File: src/menu_pkg.sv
package menu_pkg;
    // clock and timing
    localparam int clk_hz = 200_000_000;
    localparam int hold_time_ms = 2000;
    localparam int hold_cycles = (clk_hz / 1000) * hold_time_ms;
    localparam int view_timeout_s = 120;
    localparam longint view_timeout_cycles = longint'(clk_hz) * view_timeout_s;
    localparam int debounce_time_us = 10;
    localparam int debounce_cycles = (clk_hz / 1_000_000) * debounce_time_us;
    localparam int char_time_ms = 500;
    localparam int char_cycles = (clk_hz / 1000) * char_time_ms;
    localparam int auto_select_count = 4;
    localparam int intro_time_ms = 1000;
    localparam int intro_cycles = (clk_hz / 1000) * intro_time_ms;
    // display codes
    localparam logic [5:0] disp_name = 6'h01;
    localparam logic [5:0] disp_version = 6'h02;
    localparam logic [5:0] disp_ident = 6'h03;
    localparam logic [5:0] disp_delay = 6'h04;
    localparam logic [5:0] disp_ready = 6'h05;
    localparam logic [5:0] disp_remote_off = 6'h06;
    localparam logic [5:0] disp_hold = 6'h07;
    localparam logic [5:0] pressure_differential_message = 6'h08;
    localparam logic [5:0] disp_view_base = 6'h10;
    localparam logic [5:0] disp_menu_base = 6'h20;
    localparam int view_count = 14;
    // option counts per level
    localparam logic [3:0] level1_opts = 4'h6;
    localparam logic [3:0] level2_opts = 4'h7;
    localparam logic [3:0] level3_opts = 4'h4;
    localparam logic [3:0] level4_opts = 4'h3;
    // factory defaults
    localparam logic [7:0] fan_high_default = 8'h14; // 2.0 V in tenths
    localparam logic [7:0] fan_low_default = 8'h32;  // 5.0 V in tenths
    localparam logic [7:0] slave_addr_default = 8'h2c; // 44
    localparam logic [7:0] valve_delay_default = 8'h28; // 40 s
    localparam logic [2:0] baud_default = 3'h4;    // 19200 index
    localparam logic [1:0] parity_default = 2'h1;  // even, one stop bit
    localparam logic [15:0] ident_code = 16'h5a5a; // arbitrary value
    localparam logic [15:0] version_code = 16'h0612;
    typedef enum logic [4:0] {
        st_intro = 5'b00001,
        st_normal = 5'b00010,
        st_l1_scan = 5'b00100,
        st_menu = 5'b01000,
        st_action = 5'b10000
    } menu_state_t;
endpackage

File: src/pushbutton_display_menu.sv
`timescale 1ns/100ps
`default_nettype none
// Overview of operation
// - power-on shows name, version, then identification code once
// - status messages: delay, ready, remote off, hold, pressure differential
// - short press in normal mode steps to the next variable
// - no press for over two minutes returns display to normal indicator
// - view order suction pressure through slave address, then wrap to normal
// - pressures in kPa, temperatures whole degrees with minus below zero
// - condensing and evaporating temperatures derived from pressures
// - unavailable measurement shows a single dash
// - settings need power-on done, compressor off, no start request
// - two-second hold scans level 1, release selects shown option
// - level 1 offers test, commissioning, fan high, fan low, level 2, normal
// - fan high defaults 2.0 V, fan low 5.0 V
// - in levels 2 to 4 a short press moves to the next option
// - option shown four times without press is selected automatically
// - level 2 offers address 44, valve delay 40 s, three flags, level 3, normal
// - level 3 offers baud 19200, even parity one stop bit, level 4, normal
// - level 4 offers compressor model, valve mode, return to normal
module pushbutton_display_menu #(
    parameter longint view_timeout = menu_pkg::view_timeout_cycles,
    parameter int hold = menu_pkg::hold_cycles,
    parameter int char_period = menu_pkg::char_cycles,
    parameter int intro_period = menu_pkg::intro_cycles,
    parameter int debounce = menu_pkg::debounce_cycles
) (
    input wire logic clk,
    input wire logic reset_n,
    input wire logic menu_push_button,
    input wire logic startup_delay,
    input wire logic remote_off,
    input wire logic timer_hold,
    input wire logic pressure_too_high,
    input wire logic compressor_on,
    input wire logic start_request,
    input wire logic [13:0] view_valid,
    input wire logic [15:0] suction_pressure,
    input wire logic [15:0] discharge_pressure,
    input wire logic signed [15:0] suction_temp,
    input wire logic signed [15:0] discharge_temp,
    input wire logic signed [15:0] deice_temp,
    input wire logic [7:0] capacity,
    input wire logic [7:0] valve_one_opening,
    input wire logic [7:0] valve_two_opening,
    output logic [5:0] display_code,
    output logic [15:0] display_value,
    output logic display_negative,
    output logic display_dash,
    output logic display_flash,
    output logic [5:0] option_selected,
    output logic option_strobe,
    output logic test_active,
    output logic commissioning,
    output logic [7:0] fan_high_voltage,
    output logic [7:0] fan_low_voltage,
    output logic [7:0] slave_addr,
    output logic [7:0] valve_delay,
    output logic fan_fixed_speed,
    output logic remote_thermostat,
    output logic sat_temp_control,
    output logic [2:0] baud_select,
    output logic [1:0] parity_select,
    output logic compressor_model_req,
    output logic valve_mode_req
);
    menu_pkg::menu_state_t state;
    logic pressed;
    logic short_press;
    logic long_start;
    logic release_evt;
    logic [1:0] intro_step;
    logic [31:0] intro_cnt;
    logic [3:0] view_index;
    logic [39:0] idle_cnt;
    logic [2:0] level;
    logic [3:0] opt;
    logic [31:0] char_cnt;
    logic [2:0] shown;
    logic [3:0] opt_limit;
    logic [5:0] sel_code;
    logic menu_allowed;
    logic [15:0] fmt_mag;
    logic fmt_neg;
    logic fmt_dash;

    button_conditioner #(.debounce(debounce), .hold(hold)) u_button (
        .clk(clk),
        .reset_n(reset_n),
        .button_raw(menu_push_button),
        .pressed(pressed),
        .short_press(short_press),
        .long_start(long_start),
        .release_evt(release_evt)
    );

    value_formatter u_format (
        .clk(clk),
        .reset_n(reset_n),
        .view_index(view_index),
        .view_valid(view_valid),
        .suction_pressure(suction_pressure),
        .discharge_pressure(discharge_pressure),
        .suction_temp(suction_temp),
        .discharge_temp(discharge_temp),
        .deice_temp(deice_temp),
        .capacity(capacity),
        .valve_one_opening(valve_one_opening),
        .valve_two_opening(valve_two_opening),
        .slave_addr(slave_addr),
        .magnitude(fmt_mag),
        .negative(fmt_neg),
        .dash(fmt_dash)
    );

    // option count per level
    always_comb begin
        case (level)
            3'h1: opt_limit = menu_pkg::level1_opts;
            3'h2: opt_limit = menu_pkg::level2_opts;
            3'h3: opt_limit = menu_pkg::level3_opts;
            default: opt_limit = menu_pkg::level4_opts;
        endcase
        sel_code = {level, opt[2:0]};
        menu_allowed = !compressor_on && !start_request;
    end

    // main menu sequencer
    always_ff @(posedge clk) begin
        if (!reset_n) begin
            state <= menu_pkg::st_intro;
            intro_step <= 2'h0;
            intro_cnt <= 32'h0;
            view_index <= 4'h0;
            idle_cnt <= 40'h0;
            level <= 3'h1;
            opt <= 4'h0;
            char_cnt <= 32'h0;
            shown <= 3'h0;
            option_selected <= 6'h0;
            option_strobe <= 1'b0;
        end else begin
            option_strobe <= 1'b0;
            case (state)
                menu_pkg::st_intro: begin
                    // three messages, one period each
                    if (intro_cnt == 32'(intro_period - 1)) begin
                        intro_cnt <= 32'h0;
                        intro_step <= intro_step + 2'h1;
                        if (intro_step == 2'h2) begin
                            state <= menu_pkg::st_normal;
                        end
                    end else begin
                        intro_cnt <= intro_cnt + 32'h1;
                    end
                end
                menu_pkg::st_normal: begin
                    if (long_start && menu_allowed) begin
                        state <= menu_pkg::st_l1_scan;
                        level <= 3'h1;
                        opt <= 4'h0;
                        char_cnt <= 32'h0;
                        view_index <= 4'h0;
                    end else if (short_press) begin
                        idle_cnt <= 40'h0;
                        // wrap after the last view
                        view_index <= (view_index == 4'(menu_pkg::view_count - 1)) ?
                            4'h0 : view_index + 4'h1;
                    end else if (view_index != 4'h0) begin
                        if (idle_cnt >= 40'(view_timeout)) begin
                            view_index <= 4'h0;
                            idle_cnt <= 40'h0;
                        end else begin
                            idle_cnt <= idle_cnt + 40'h1;
                        end
                    end else begin
                        idle_cnt <= 40'h0;
                    end
                end
                menu_pkg::st_l1_scan: begin
                    // step options while held
                    if (release_evt) begin
                        option_selected <= sel_code;
                        option_strobe <= 1'b1;
                        state <= menu_pkg::st_action;
                    end else if (char_cnt == 32'(char_period - 1)) begin
                        char_cnt <= 32'h0;
                        opt <= (opt == opt_limit - 4'h1) ? 4'h0 : opt + 4'h1;
                    end else begin
                        char_cnt <= char_cnt + 32'h1;
                    end
                end
                menu_pkg::st_menu: begin
                    if (short_press) begin
                        opt <= (opt == opt_limit - 4'h1) ? 4'h0 : opt + 4'h1;
                        shown <= 3'h0;
                        char_cnt <= 32'h0;
                    end else if (pressed) begin
                        char_cnt <= 32'h0; // press pending, no auto select
                    end else if (char_cnt == 32'(char_period - 1)) begin
                        char_cnt <= 32'h0;
                        if (shown == 3'(menu_pkg::auto_select_count - 1)) begin
                            shown <= 3'h0;
                            option_selected <= sel_code;
                            option_strobe <= 1'b1;
                            state <= menu_pkg::st_action;
                        end else begin
                            shown <= shown + 3'h1;
                        end
                    end else begin
                        char_cnt <= char_cnt + 32'h1;
                    end
                end
                menu_pkg::st_action: begin
                    // advance one level or return to normal
                    char_cnt <= 32'h0;
                    shown <= 3'h0;
                    if (opt == opt_limit - 4'h2) begin
                        level <= level + 3'h1;
                        opt <= 4'h0;
                        state <= menu_pkg::st_menu;
                    end else begin
                        opt <= 4'h0;
                        state <= menu_pkg::st_normal;
                    end
                end
                default: state <= menu_pkg::st_normal;
            endcase
        end
    end

    // settings from selected options
    always_ff @(posedge clk) begin
        if (!reset_n) begin
            test_active <= 1'b0;
            commissioning <= 1'b0;
            fan_high_voltage <= menu_pkg::fan_high_default;
            fan_low_voltage <= menu_pkg::fan_low_default;
            slave_addr <= menu_pkg::slave_addr_default;
            valve_delay <= menu_pkg::valve_delay_default;
            fan_fixed_speed <= 1'b0;
            remote_thermostat <= 1'b0;
            sat_temp_control <= 1'b0;
            baud_select <= menu_pkg::baud_default;
            parity_select <= menu_pkg::parity_default;
            compressor_model_req <= 1'b0;
            valve_mode_req <= 1'b0;
        end else begin
            compressor_model_req <= 1'b0;
            valve_mode_req <= 1'b0;
            if (option_strobe) begin
                case (option_selected)
                    6'h08: test_active <= 1'b1;
                    6'h09: commissioning <= !commissioning;
                    6'h0a: fan_high_voltage <= fan_high_voltage + 8'h1;
                    6'h0b: fan_low_voltage <= fan_low_voltage + 8'h1;
                    6'h10: slave_addr <= slave_addr + 8'h1;
                    6'h11: valve_delay <= valve_delay + 8'h1;
                    6'h12: fan_fixed_speed <= !fan_fixed_speed;
                    6'h13: remote_thermostat <= !remote_thermostat;
                    6'h14: sat_temp_control <= !sat_temp_control;
                    6'h18: baud_select <= baud_select + 3'h1;
                    6'h19: parity_select <= parity_select + 2'h1;
                    6'h20: compressor_model_req <= 1'b1;
                    6'h21: valve_mode_req <= 1'b1;
                    default: test_active <= test_active;
                endcase
            end
        end
    end

    // display source by priority
    always_ff @(posedge clk) begin
        if (!reset_n) begin
            display_code <= menu_pkg::disp_name;
            display_value <= 16'h0;
            display_negative <= 1'b0;
            display_dash <= 1'b0;
            display_flash <= 1'b0;
        end else begin
            display_value <= 16'h0;
            display_negative <= 1'b0;
            display_dash <= 1'b0;
            display_flash <= 1'b0;
            if (state == menu_pkg::st_intro) begin
                case (intro_step)
                    2'h0: display_code <= menu_pkg::disp_name;
                    2'h1: begin
                        display_code <= menu_pkg::disp_version;
                        display_value <= menu_pkg::version_code;
                    end
                    default: begin
                        display_code <= menu_pkg::disp_ident;
                        display_value <= menu_pkg::ident_code;
                    end
                endcase
            end else if (state != menu_pkg::st_normal) begin
                display_code <= menu_pkg::disp_menu_base | {3'h0, opt[2:0]};
                display_value <= {13'h0, level};
            end else if (view_index != 4'h0) begin
                display_code <= menu_pkg::disp_view_base | {2'h0, view_index};
                display_value <= fmt_mag;
                display_negative <= fmt_neg;
                display_dash <= fmt_dash;
            end else if (startup_delay) begin
                display_code <= menu_pkg::disp_delay;
            end else if (remote_off) begin
                display_code <= menu_pkg::disp_remote_off;
            end else if (pressure_too_high) begin
                display_code <= menu_pkg::pressure_differential_message;
            end else if (timer_hold) begin
                display_code <= menu_pkg::disp_hold;
            end else begin
                display_code <= menu_pkg::disp_ready;
                display_flash <= 1'b1;
            end
        end
    end
endmodule // pushbutton_display_menu
`default_nettype wire

File: src/button_conditioner.sv
`timescale 1ns/100ps
`default_nettype none
module button_conditioner #(
    parameter int debounce = menu_pkg::debounce_cycles,
    parameter int hold = menu_pkg::hold_cycles
) (
    input wire logic clk,
    input wire logic reset_n,
    input wire logic button_raw,
    output logic pressed,
    output logic short_press,
    output logic long_start,
    output logic release_evt
);
    logic sync1;
    logic sync2;
    logic [15:0] bounce_cnt;
    logic [31:0] hold_cnt;

    // two-stage synchroniser
    always_ff @(posedge clk) begin
        if (!reset_n) begin
            sync1 <= 1'b0;
            sync2 <= 1'b0;
        end else begin
            sync1 <= button_raw;
            sync2 <= sync1;
        end
    end

    // stable level after debounce window
    always_ff @(posedge clk) begin
        if (!reset_n) begin
            bounce_cnt <= 16'h0;
            pressed <= 1'b0;
        end else if (sync2 == pressed) begin
            bounce_cnt <= 16'h0;
        end else if (bounce_cnt == 16'(debounce - 1)) begin
            bounce_cnt <= 16'h0;
            pressed <= sync2;
        end else begin
            bounce_cnt <= bounce_cnt + 16'h1;
        end
    end

    // press duration and classification
    always_ff @(posedge clk) begin
        if (!reset_n) begin
            hold_cnt <= 32'h0;
            short_press <= 1'b0;
            long_start <= 1'b0;
            release_evt <= 1'b0;
        end else begin
            short_press <= 1'b0;
            long_start <= 1'b0;
            release_evt <= 1'b0;
            if (pressed) begin
                if (hold_cnt != 32'(hold)) begin
                    hold_cnt <= hold_cnt + 32'h1;
                end
                if (hold_cnt == 32'(hold - 1)) begin
                    long_start <= 1'b1;
                end
            end else if (hold_cnt != 32'h0) begin
                hold_cnt <= 32'h0;
                release_evt <= 1'b1;
                short_press <= (hold_cnt < 32'(hold));
            end
        end
    end
endmodule // button_conditioner
`default_nettype wire

File: src/value_formatter.sv
`timescale 1ns/100ps
`default_nettype none
module value_formatter (
    input wire logic clk,
    input wire logic reset_n,
    input wire logic [3:0] view_index,
    input wire logic [13:0] view_valid,
    input wire logic [15:0] suction_pressure,
    input wire logic [15:0] discharge_pressure,
    input wire logic signed [15:0] suction_temp,
    input wire logic signed [15:0] discharge_temp,
    input wire logic signed [15:0] deice_temp,
    input wire logic [7:0] capacity,
    input wire logic [7:0] valve_one_opening,
    input wire logic [7:0] valve_two_opening,
    input wire logic [7:0] slave_addr,
    output logic [15:0] magnitude,
    output logic negative,
    output logic dash
);
    logic signed [15:0] evap_t;
    logic signed [15:0] cond_t;
    logic signed [15:0] value;

    // saturation temperature from pressure, kPa to whole degrees
    function automatic logic signed [15:0] sat_temp(input logic [15:0] kpa);
        logic [15:0] scaled;
        scaled = 16'(kpa / 16'd20);
        sat_temp = $signed(scaled) - 16'sd40;
    endfunction

    always_comb begin
        evap_t = sat_temp(suction_pressure);
        cond_t = sat_temp(discharge_pressure);
        case (view_index)
            4'h1: value = $signed(suction_pressure);
            4'h2: value = evap_t;
            4'h3: value = suction_temp;
            4'h4: value = suction_temp - evap_t;
            4'h5: value = $signed(discharge_pressure);
            4'h6: value = cond_t;
            4'h7: value = discharge_temp;
            4'h8: value = discharge_temp - cond_t;
            4'h9: value = deice_temp;
            4'ha: value = $signed({8'h0, capacity});
            4'hb: value = $signed({8'h0, valve_one_opening});
            4'hc: value = $signed({8'h0, valve_two_opening});
            4'hd: value = $signed({8'h0, slave_addr});
            default: value = 16'sh0;
        endcase
    end

    // registered value with sign and dash
    always_ff @(posedge clk) begin
        if (!reset_n) begin
            magnitude <= 16'h0;
            negative <= 1'b0;
            dash <= 1'b0;
        end else begin
            dash <= !view_valid[view_index];
            negative <= value[15] && !(view_index inside {4'h1, 4'h5});
            magnitude <= (value[15] && !(view_index inside {4'h1, 4'h5})) ?
                16'(-value) : 16'(value);
        end
    end
endmodule // value_formatter
`default_nettype wire

File: config.mk
export PLATFORM = sky130hd
export DESIGN_NAME = pushbutton_display_menu
export DESIGN_NICKNAME = d
export VERILOG_FILES = /design/src/menu_pkg.sv /design/src/pushbutton_display_menu.sv /design/src/button_conditioner.sv /design/src/value_formatter.sv
export SDC_FILE = /design/constraint.sdc
export NUM_CORES = 1
export LEC_CHECK = 0
export ABC_AREA = 1
export CORE_UTILIZATION = 30
export CTS_BUF_LIST = sky130_fd_sc_hd__clkbuf_4 sky130_fd_sc_hd__clkbuf_8
export DETAILED_ROUTE_END_ITERATION = 10
export DONT_BUFFER_PORTS = 1
export PLACE_DENSITY_LB_ADDON = 0.1
export SYNTH_ARGS = -nofsm -noshare
export SYNTH_HDL_FRONTEND = slang
export SYNTH_SLANG_ARGS = --single-unit
File: constraint.sdc
create_clock -name clk -period 8.95 [get_ports clk]
set_input_delay 1.3425 -clock clk [delete_from_list [all_inputs] [get_ports clk]]
set_output_delay 1.3425 -clock clk [all_outputs]
set_load 0.02 [all_outputs]
# After elaboration in Yosys (flattened, before gate mapping)
# Cells that the tools add are included.
[word_totals] out_inout_bits=76 reg_bits=273 latch_bits=0 rom_bits=0 mem_count=0 ram_bits=0 wordCells=261
[op_classes] mul=0 add_sub_neg=23 n_reduce_logical=51 div_mod_pow=2 muxes=76 n_bitwise=5 n_lt_le_gt_ge=3 n_eq_ne=61 shifts=0
[op_table] op="2-to-1 mux 32 bit" count=9
[op_table] op="case mux 16 bit (13 select lines)" count=1
[op_table] op="case mux 32 bit (4 select lines)" count=1
[op_table] op="2-to-1 mux 40 bit" count=3
[op_table] op="adder 32 x 1 -> 32 bit (second input constant)" count=3
[op_table] op="2-to-1 mux 16 bit" count=4
[op_table] op="2-to-1 mux 4 bit" count=14
[op_table] op="2-to-1 mux 5 bit" count=9
[op_table] op="equality test 6 x 5 -> 1 bit (second input constant)" count=7
[op_table] op="2-to-1 mux 6 bit" count=7
[op_table] op="adder 40 x 1 -> 40 bit (second input constant)" count=1
[op_table] op="greater-or-equal comparator 40 x 35 -> 1 bit (second input constant)" count=1
[op_table] op="AND reduction 2 bit" count=17
[op_table] op="adder 8 x 1 -> 8 bit (second input constant)" count=4
[op_table] op="divider 16 x 5 -> 16 bit (second input constant)" count=2
[op_table] op="equality test 32 x 27 -> 1 bit (second input constant)" count=1
[op_table] op="equality test 32 x 28 -> 1 bit (second input constant)" count=1
[op_table] op="equality test 32 x 29 -> 1 bit (second input constant)" count=1
[op_table] op="less-than comparator 32 x 29 -> 1 bit (second input constant)" count=1
[op_table] op="!= test 32 x 29 -> 1 bit (second input constant)" count=1
[op_table] op="nonzero test 32 bit" count=1
[op_table] op="subtractor 16 bit" count=2
[op_table] op="subtractor 16 x 7 -> 16 bit (second input constant)" count=2
[op_table] op="case mux 15 bit (2 select lines)" count=1
[op_table] op="other kinds (57)" count=127

# Longest topological paths before layout
[logic_depth] depth_word=8 depth_mapped=91 depth_no_buf=90

# Cells and area by module
# Synthesis repeated with hierarchy kept, for this count alone.
[hier_totals] hier_cells=3125 hier_area_um2=19172.1
[modules_own_cells] module="pushbutton_display_menu" cells_each=1614 seq_area_each_um2=4023.9 instances=1 area_per_inst_um2=10562.6
[modules_own_cells] module="value_formatter" cells_each=1009 seq_area_each_um2=360.3 instances=1 area_per_inst_um2=5515.3
[modules_own_cells] module="button_conditioner" cells_each=502 seq_area_each_um2=1081.0 instances=1 area_per_inst_um2=3094.2

# Worst setup path before layout
# No wires, ideal clock.
[synth_timing] path_kind="input port to flip-flop" from="input port discharge_pressure[14]" to="register u_format.magnitude[13]" setup_ns=0.115 required_time_ns=8.835 slack_ns=0.708 t_arrival_ns=8.127 stages=83 cell_sequence="a21o_1 nand2_1 nand2_1 nand2_1 nand2_2 nand2_2 nand3_2 nand2_2 nand2_4 nand2_2 nand2_1 nand2_1 nand2_1 nand2_2 nand2_2 inv_2 nand2_4 nand2_4 [47 not listed] nor2_1 nor2_1 o21ai_0 nand2_1 a21o_1 nand2_1 nand2_1 a21oi_1 xor2_1 xor2_1 nand2_1 nand4_1 nand2_1 inv_1 buf_2 o31ai_1 a21oi_1 nor2_1"
[synth_between] elab_chain_len=6 elab_cells_between_ends=7 classes_between="add/sub: 3; div: 1; mux: 2; reduce/logical: 1"
[synth_rtl] item="from (decl)" line_no="pushbutton_display_menu.sv:39" rtl="input wire logic [15:0] discharge_pressure,"
[synth_rtl] item="divider 16 x 5 -> 16 bit *" line_no="value_formatter.sv:28" rtl="scaled = 16'(kpa / 16'd20);"
[synth_rtl] item="subtractor 16 x 7 -> 16 bit *" line_no="value_formatter.sv:29" rtl="sat_temp = $signed(scaled) - 16'sd40;"
[synth_rtl] item="subtractor 16 bit" line_no="value_formatter.sv:43" rtl="4'h8: value = discharge_temp - cond_t;"
[synth_rtl] item="case mux 16 bit (13 select lines) *" line_no="value_formatter.sv:35" rtl="case (view_index)"
[synth_rtl] item="negator 16 bit / logical AND 1 bit (equally long branches)" line_no="value_formatter.sv:63, value_formatter.sv:62"
[synth_rtl] item="2-to-1 mux 16 bit *" line_no="value_formatter.sv:62" rtl="magnitude <= (value[15] && !(view_index inside {4'h1, 4'h5})) ?"
[synth_rtl] item="to (signal assigned)" line_no="value_formatter.sv:62"
[synth_rtl] item="to (decl)" line_no="value_formatter.sv:17" rtl="output logic [15:0] magnitude,"
# Every way passes the cells marked *; elsewhere a longest branch is shown, timed or not.
# A chain may end at the register's enable or synchronous reset.

# Worst setup path after layout
[layout_timing] from="input port suction_pressure[13]" to="register u_format.magnitude[6]"
[layout_between] elab_chain_len=6 elab_cells_between_ends=7 classes_between="add/sub: 3; div: 1; mux: 2; reduce/logical: 1"
[layout_rtl] item="from (decl)" line_no="pushbutton_display_menu.sv:38" rtl="input wire logic [15:0] suction_pressure,"
[layout_rtl] item="divider 16 x 5 -> 16 bit *" line_no="value_formatter.sv:28"
[layout_rtl] item="subtractor 16 x 7 -> 16 bit *" line_no="value_formatter.sv:29"
[layout_rtl] item="subtractor 16 bit" line_no="value_formatter.sv:39" rtl="4'h4: value = suction_temp - evap_t;"
[layout_rtl] item="case mux 16 bit (13 select lines) *" line_no="value_formatter.sv:35"
[layout_rtl] item="negator 16 bit / logical AND 1 bit (equally long branches)" line_no="value_formatter.sv:63, value_formatter.sv:62"
[layout_rtl] item="2-to-1 mux 16 bit *" line_no="value_formatter.sv:62"
# Marked as above.

==> results.yml <==
outcome:
  status: "completed"
clock_network:
  cts_tree: "done"
  cts.path.max_buffers: 3
  cts_root_buf: "clkbuf_8"
  insertion_delay_ns: 0.63
  cts_buffers: 54
  htree_levels: 2
  clkTransAtPathRegs_ns: 0.06
  cts.sinks: 273
worst_setup_path:
  critPathKind: "input port to flip-flop"
  cpLargestDelayFamily: "simple AND/OR/NAND/NOR gates"
  cp.required_ns: 9.42
  setup.worst_path.start_class: "input port"
  worst-path-buf-inv: 11
  worstPathArrival_ns: 9.03
  crit_top_cell: "nand2_4"
  slowest_delay_ns: 0.19
  slowest_stage: "a21o_1"
  end_kind: "flip-flop"
  path_max_fanout: 7
yosys:
  netlist_instances: 2677
  yosysMostFrequentCell: "nand2_1"
  synth-compound-area-share: 0.1686
  yosys_warnings: 0
  yosys.area.top_type_share: 0.3117
  syn_nets: 2863
  ys.flop_type: "dfxtp_1"
  synth_top_area_cell: "dfxtp_1"
  synth-seq-cells: 273
  syn_area_per_cell_sq_um: 6.549
  yosys-top-cells-area: "dfxtp_1, nand2_1, inv_1"
  synth_area_sq_mm: 0.01753
  yosys.area_share.adder: 0.04296
  yosys-mux-area-fraction: 0.0007850
  synth.distinct_cells: 73
  synth_seq_area_share: 0.3117
  synth_xor_area_frac: 0.01898
  ys_top_cells_by_count: "nand2_1, inv_1, nor2_1, dfxtp_1, a21oi_1"
  synth-async-reset-ratio: 0
  synth_edf_count: 0
  synthSimpleGateAreaFrac: 0.3508
  synth_top_family_by_area: "simple AND/OR/NAND/NOR gates"
floorplanning:
  die_y_um: 243.7
  start_util: 0.3039
  core_sq_mm: 0.05770
  dieArea_sq_mm: 0.05941
  num_io_pins: 203
  die_w_um: 243.7
  rows: 88
place:
  post-dp-hpwl_mm: 44.26
  io_buffers: 0
  routabilityCongestion: 0.9374
detailed_routing:
  met1_length_mm: 26.80
  drtAntennaViolNets: 0
  via_per_inst: 4.948
  drt-initial-drc-count: 916
  vias: 17579
  drc: 0
  routed.top_layer: "met5"
  wl_mm: 57.22
  wl_met2_mm: 24.84
  dr.pass1.iters: 5
  routedWlPerCell_um: 16.10
  wl_met3_mm: 4.025
power_and_ir_drop:
  p_switching_uw: 1624
  power.share.clock: 0.311
  p_seq_frac: 0.286
  peakVddDrop_v: 0.0001045
  power.density_mw_per_mm2: 209.4
  finalPower_uw: 4269
  pwr-share-comb: 0.403
  leakage_uw: 0.008528
  p_int_uw: 2645
  swShare: 0.3805
global_routing:
  antenna_found_initial: 6
  grt_pass1_wl_mm: 88.42
  grtUsageTotal: 0.1861
  grt-ovfl-total: 0
  grt_max_degree: 81
  grt_pass1_vias: 16570
sta:
  fmaxAchievable_mhz: 116.8
  fin_worst_skew_ns: 0.04258
  post-route-period-util: 0.9569
  timing.final.max_slew_violations: 0
  finalHoldViolations: 0
  rsz0062_at_grt: "yes"
  relSlewSlack: 0.3896
  finalSetupTns_ns: 0
  fin_crit_ns: 8.565
  setup_viol_count_final: 0
  worstMarginPinSlew_ns: 0.9122
finish:
  area_delta_synth_final_pct: 16.29
  drive_gt1_frac: 0.1400
  layout.nets: 2933
  fin_util: 0.3534
flow_run:
  drv_cap: 0
hold_path:
  hold_class: "flip-flop to flip-flop"
[power by group through the flow]
| stage | Clock [uW] | Sequential, uW | Combinational, uW |
|---|---|---|---|
| after floorplan | 0 | 1250 | 1160 |
| after global placement | 0 | 1250 | 1400 |
| after detailed placement | 0 | 1250 | 1420 |
| after CTS | 1390 | 1220 | 1430 |
| after global routing | 1440 | 1220 | 1900 |
| final | 1330 | 1220 | 1720 |
[cell usage in the layout, fill, tap and decap left out, types with 20 or more instances in the layout]
cell / n
a211oi_1: 20
nor3_1: 95
nand3_2: 23
nand2_1: 462
inv_2: 32
nand2_4: 50
nor4_1: 40
dfxtp_1: 273
a21oi_1: 169
o21ai_0: 142
nand4_1: 52
xor2_1: 27
nand2_2: 53
inv_1: 404
clkbuf_8: 64
ha_1: 55
nor2_1: 349
buf_4: 57
nand3_1: 131
[area by class of cell]
cell class | instances | area [sq um]
Clock buffer | 80 | 1001
Inverter | 445 | 1692
Tap cell | 765 | 957.2
Sequential cell | 273 | 5465
Timing Repair Buffer | 58 | 439.2
Clock inverter | 14 | 133.9
Antenna cell | 3 | 7.507
Fill cell | 6323 | 37310
Multi-Input combinational cell | 1915 | 10690
[per-stage QoR]
step / cell area [sq um] / hold slack, ns / setup WS, ns / instances
after floorplan: 17530 / 0.3905 / 0.7083 / 2677
after global placement: 18490 / 0.4111 / -0.002920 / 3422
after detailed placement: 18490 / 0.4080 / -0.1933 / 3422
after CTS: 19630 / 0.4120 / 0.4568 / 3516
after global routing: 20380 / 0.4321 / -0.2489 / 3552
final: 20390 / 0.4075 / 0.3854 / 3553
[cells by family (layout without fill, tap and decap cells)]
group                      Yosys count  after routing
AOI/OAI and AO/OA                  494            494
xor gates and xnor gates            38             38
adders and majority gates           59             59
buffers and inverters              489            597
DFF                                273            273
muxes                                1              1
other                                0              3
and+or+nand+nor                   1323           1323
[per-layer routing]
metal / vias to the layer above / global-route usage
li1: 9004 / -
met1: 8058 / 0.2456
met2: 427 / 0.2931
met5: - / 0
met4: 4 / 0.05809
met3: 86 / 0.05001
[worst paths after layout]
check | start | to | slack (ns) | cells after the start
hold reg to reg | u_format.magnitude[15] | display_value[15] | 0.41 | 2
hold / removal | u_format.magnitude[15] | display_value[15] | 0.41 | 2
setup reg to reg | view_index[0] | u_format.magnitude[11] | 4.53 | 16
setup / recovery | suction_pressure[13] | u_format.magnitude[6] | 0.39 | 85
[worst min-delay path, delay by kind of cell (launching register included)]
kind	cells	cell delay, ns
DFF	1	0.29
buffers and inverters	1	0.04
and+or+nand+nor	1	0.04
[timing repair]
| item | 4_1_cts | 5_1_grt |
|---|---|---|
| endpoints found under the setup margin | 0 | 15 |
| resized for setup | 0 | 119 |
| hold buffers | 0 | 0 |
| setup buffers | 0 | 34 |
[flip-flops by register name (all words and copies together) (netlist names), 16 cells and up]
name / cells
u_button.bounce_cnt: 16
u_button.hold_cnt: 32
char_cnt: 32
display_value: 16
idle_cnt: 40
intro_cnt: 32
u_format.magnitude: 16
(Power assumes the default switching activity.)
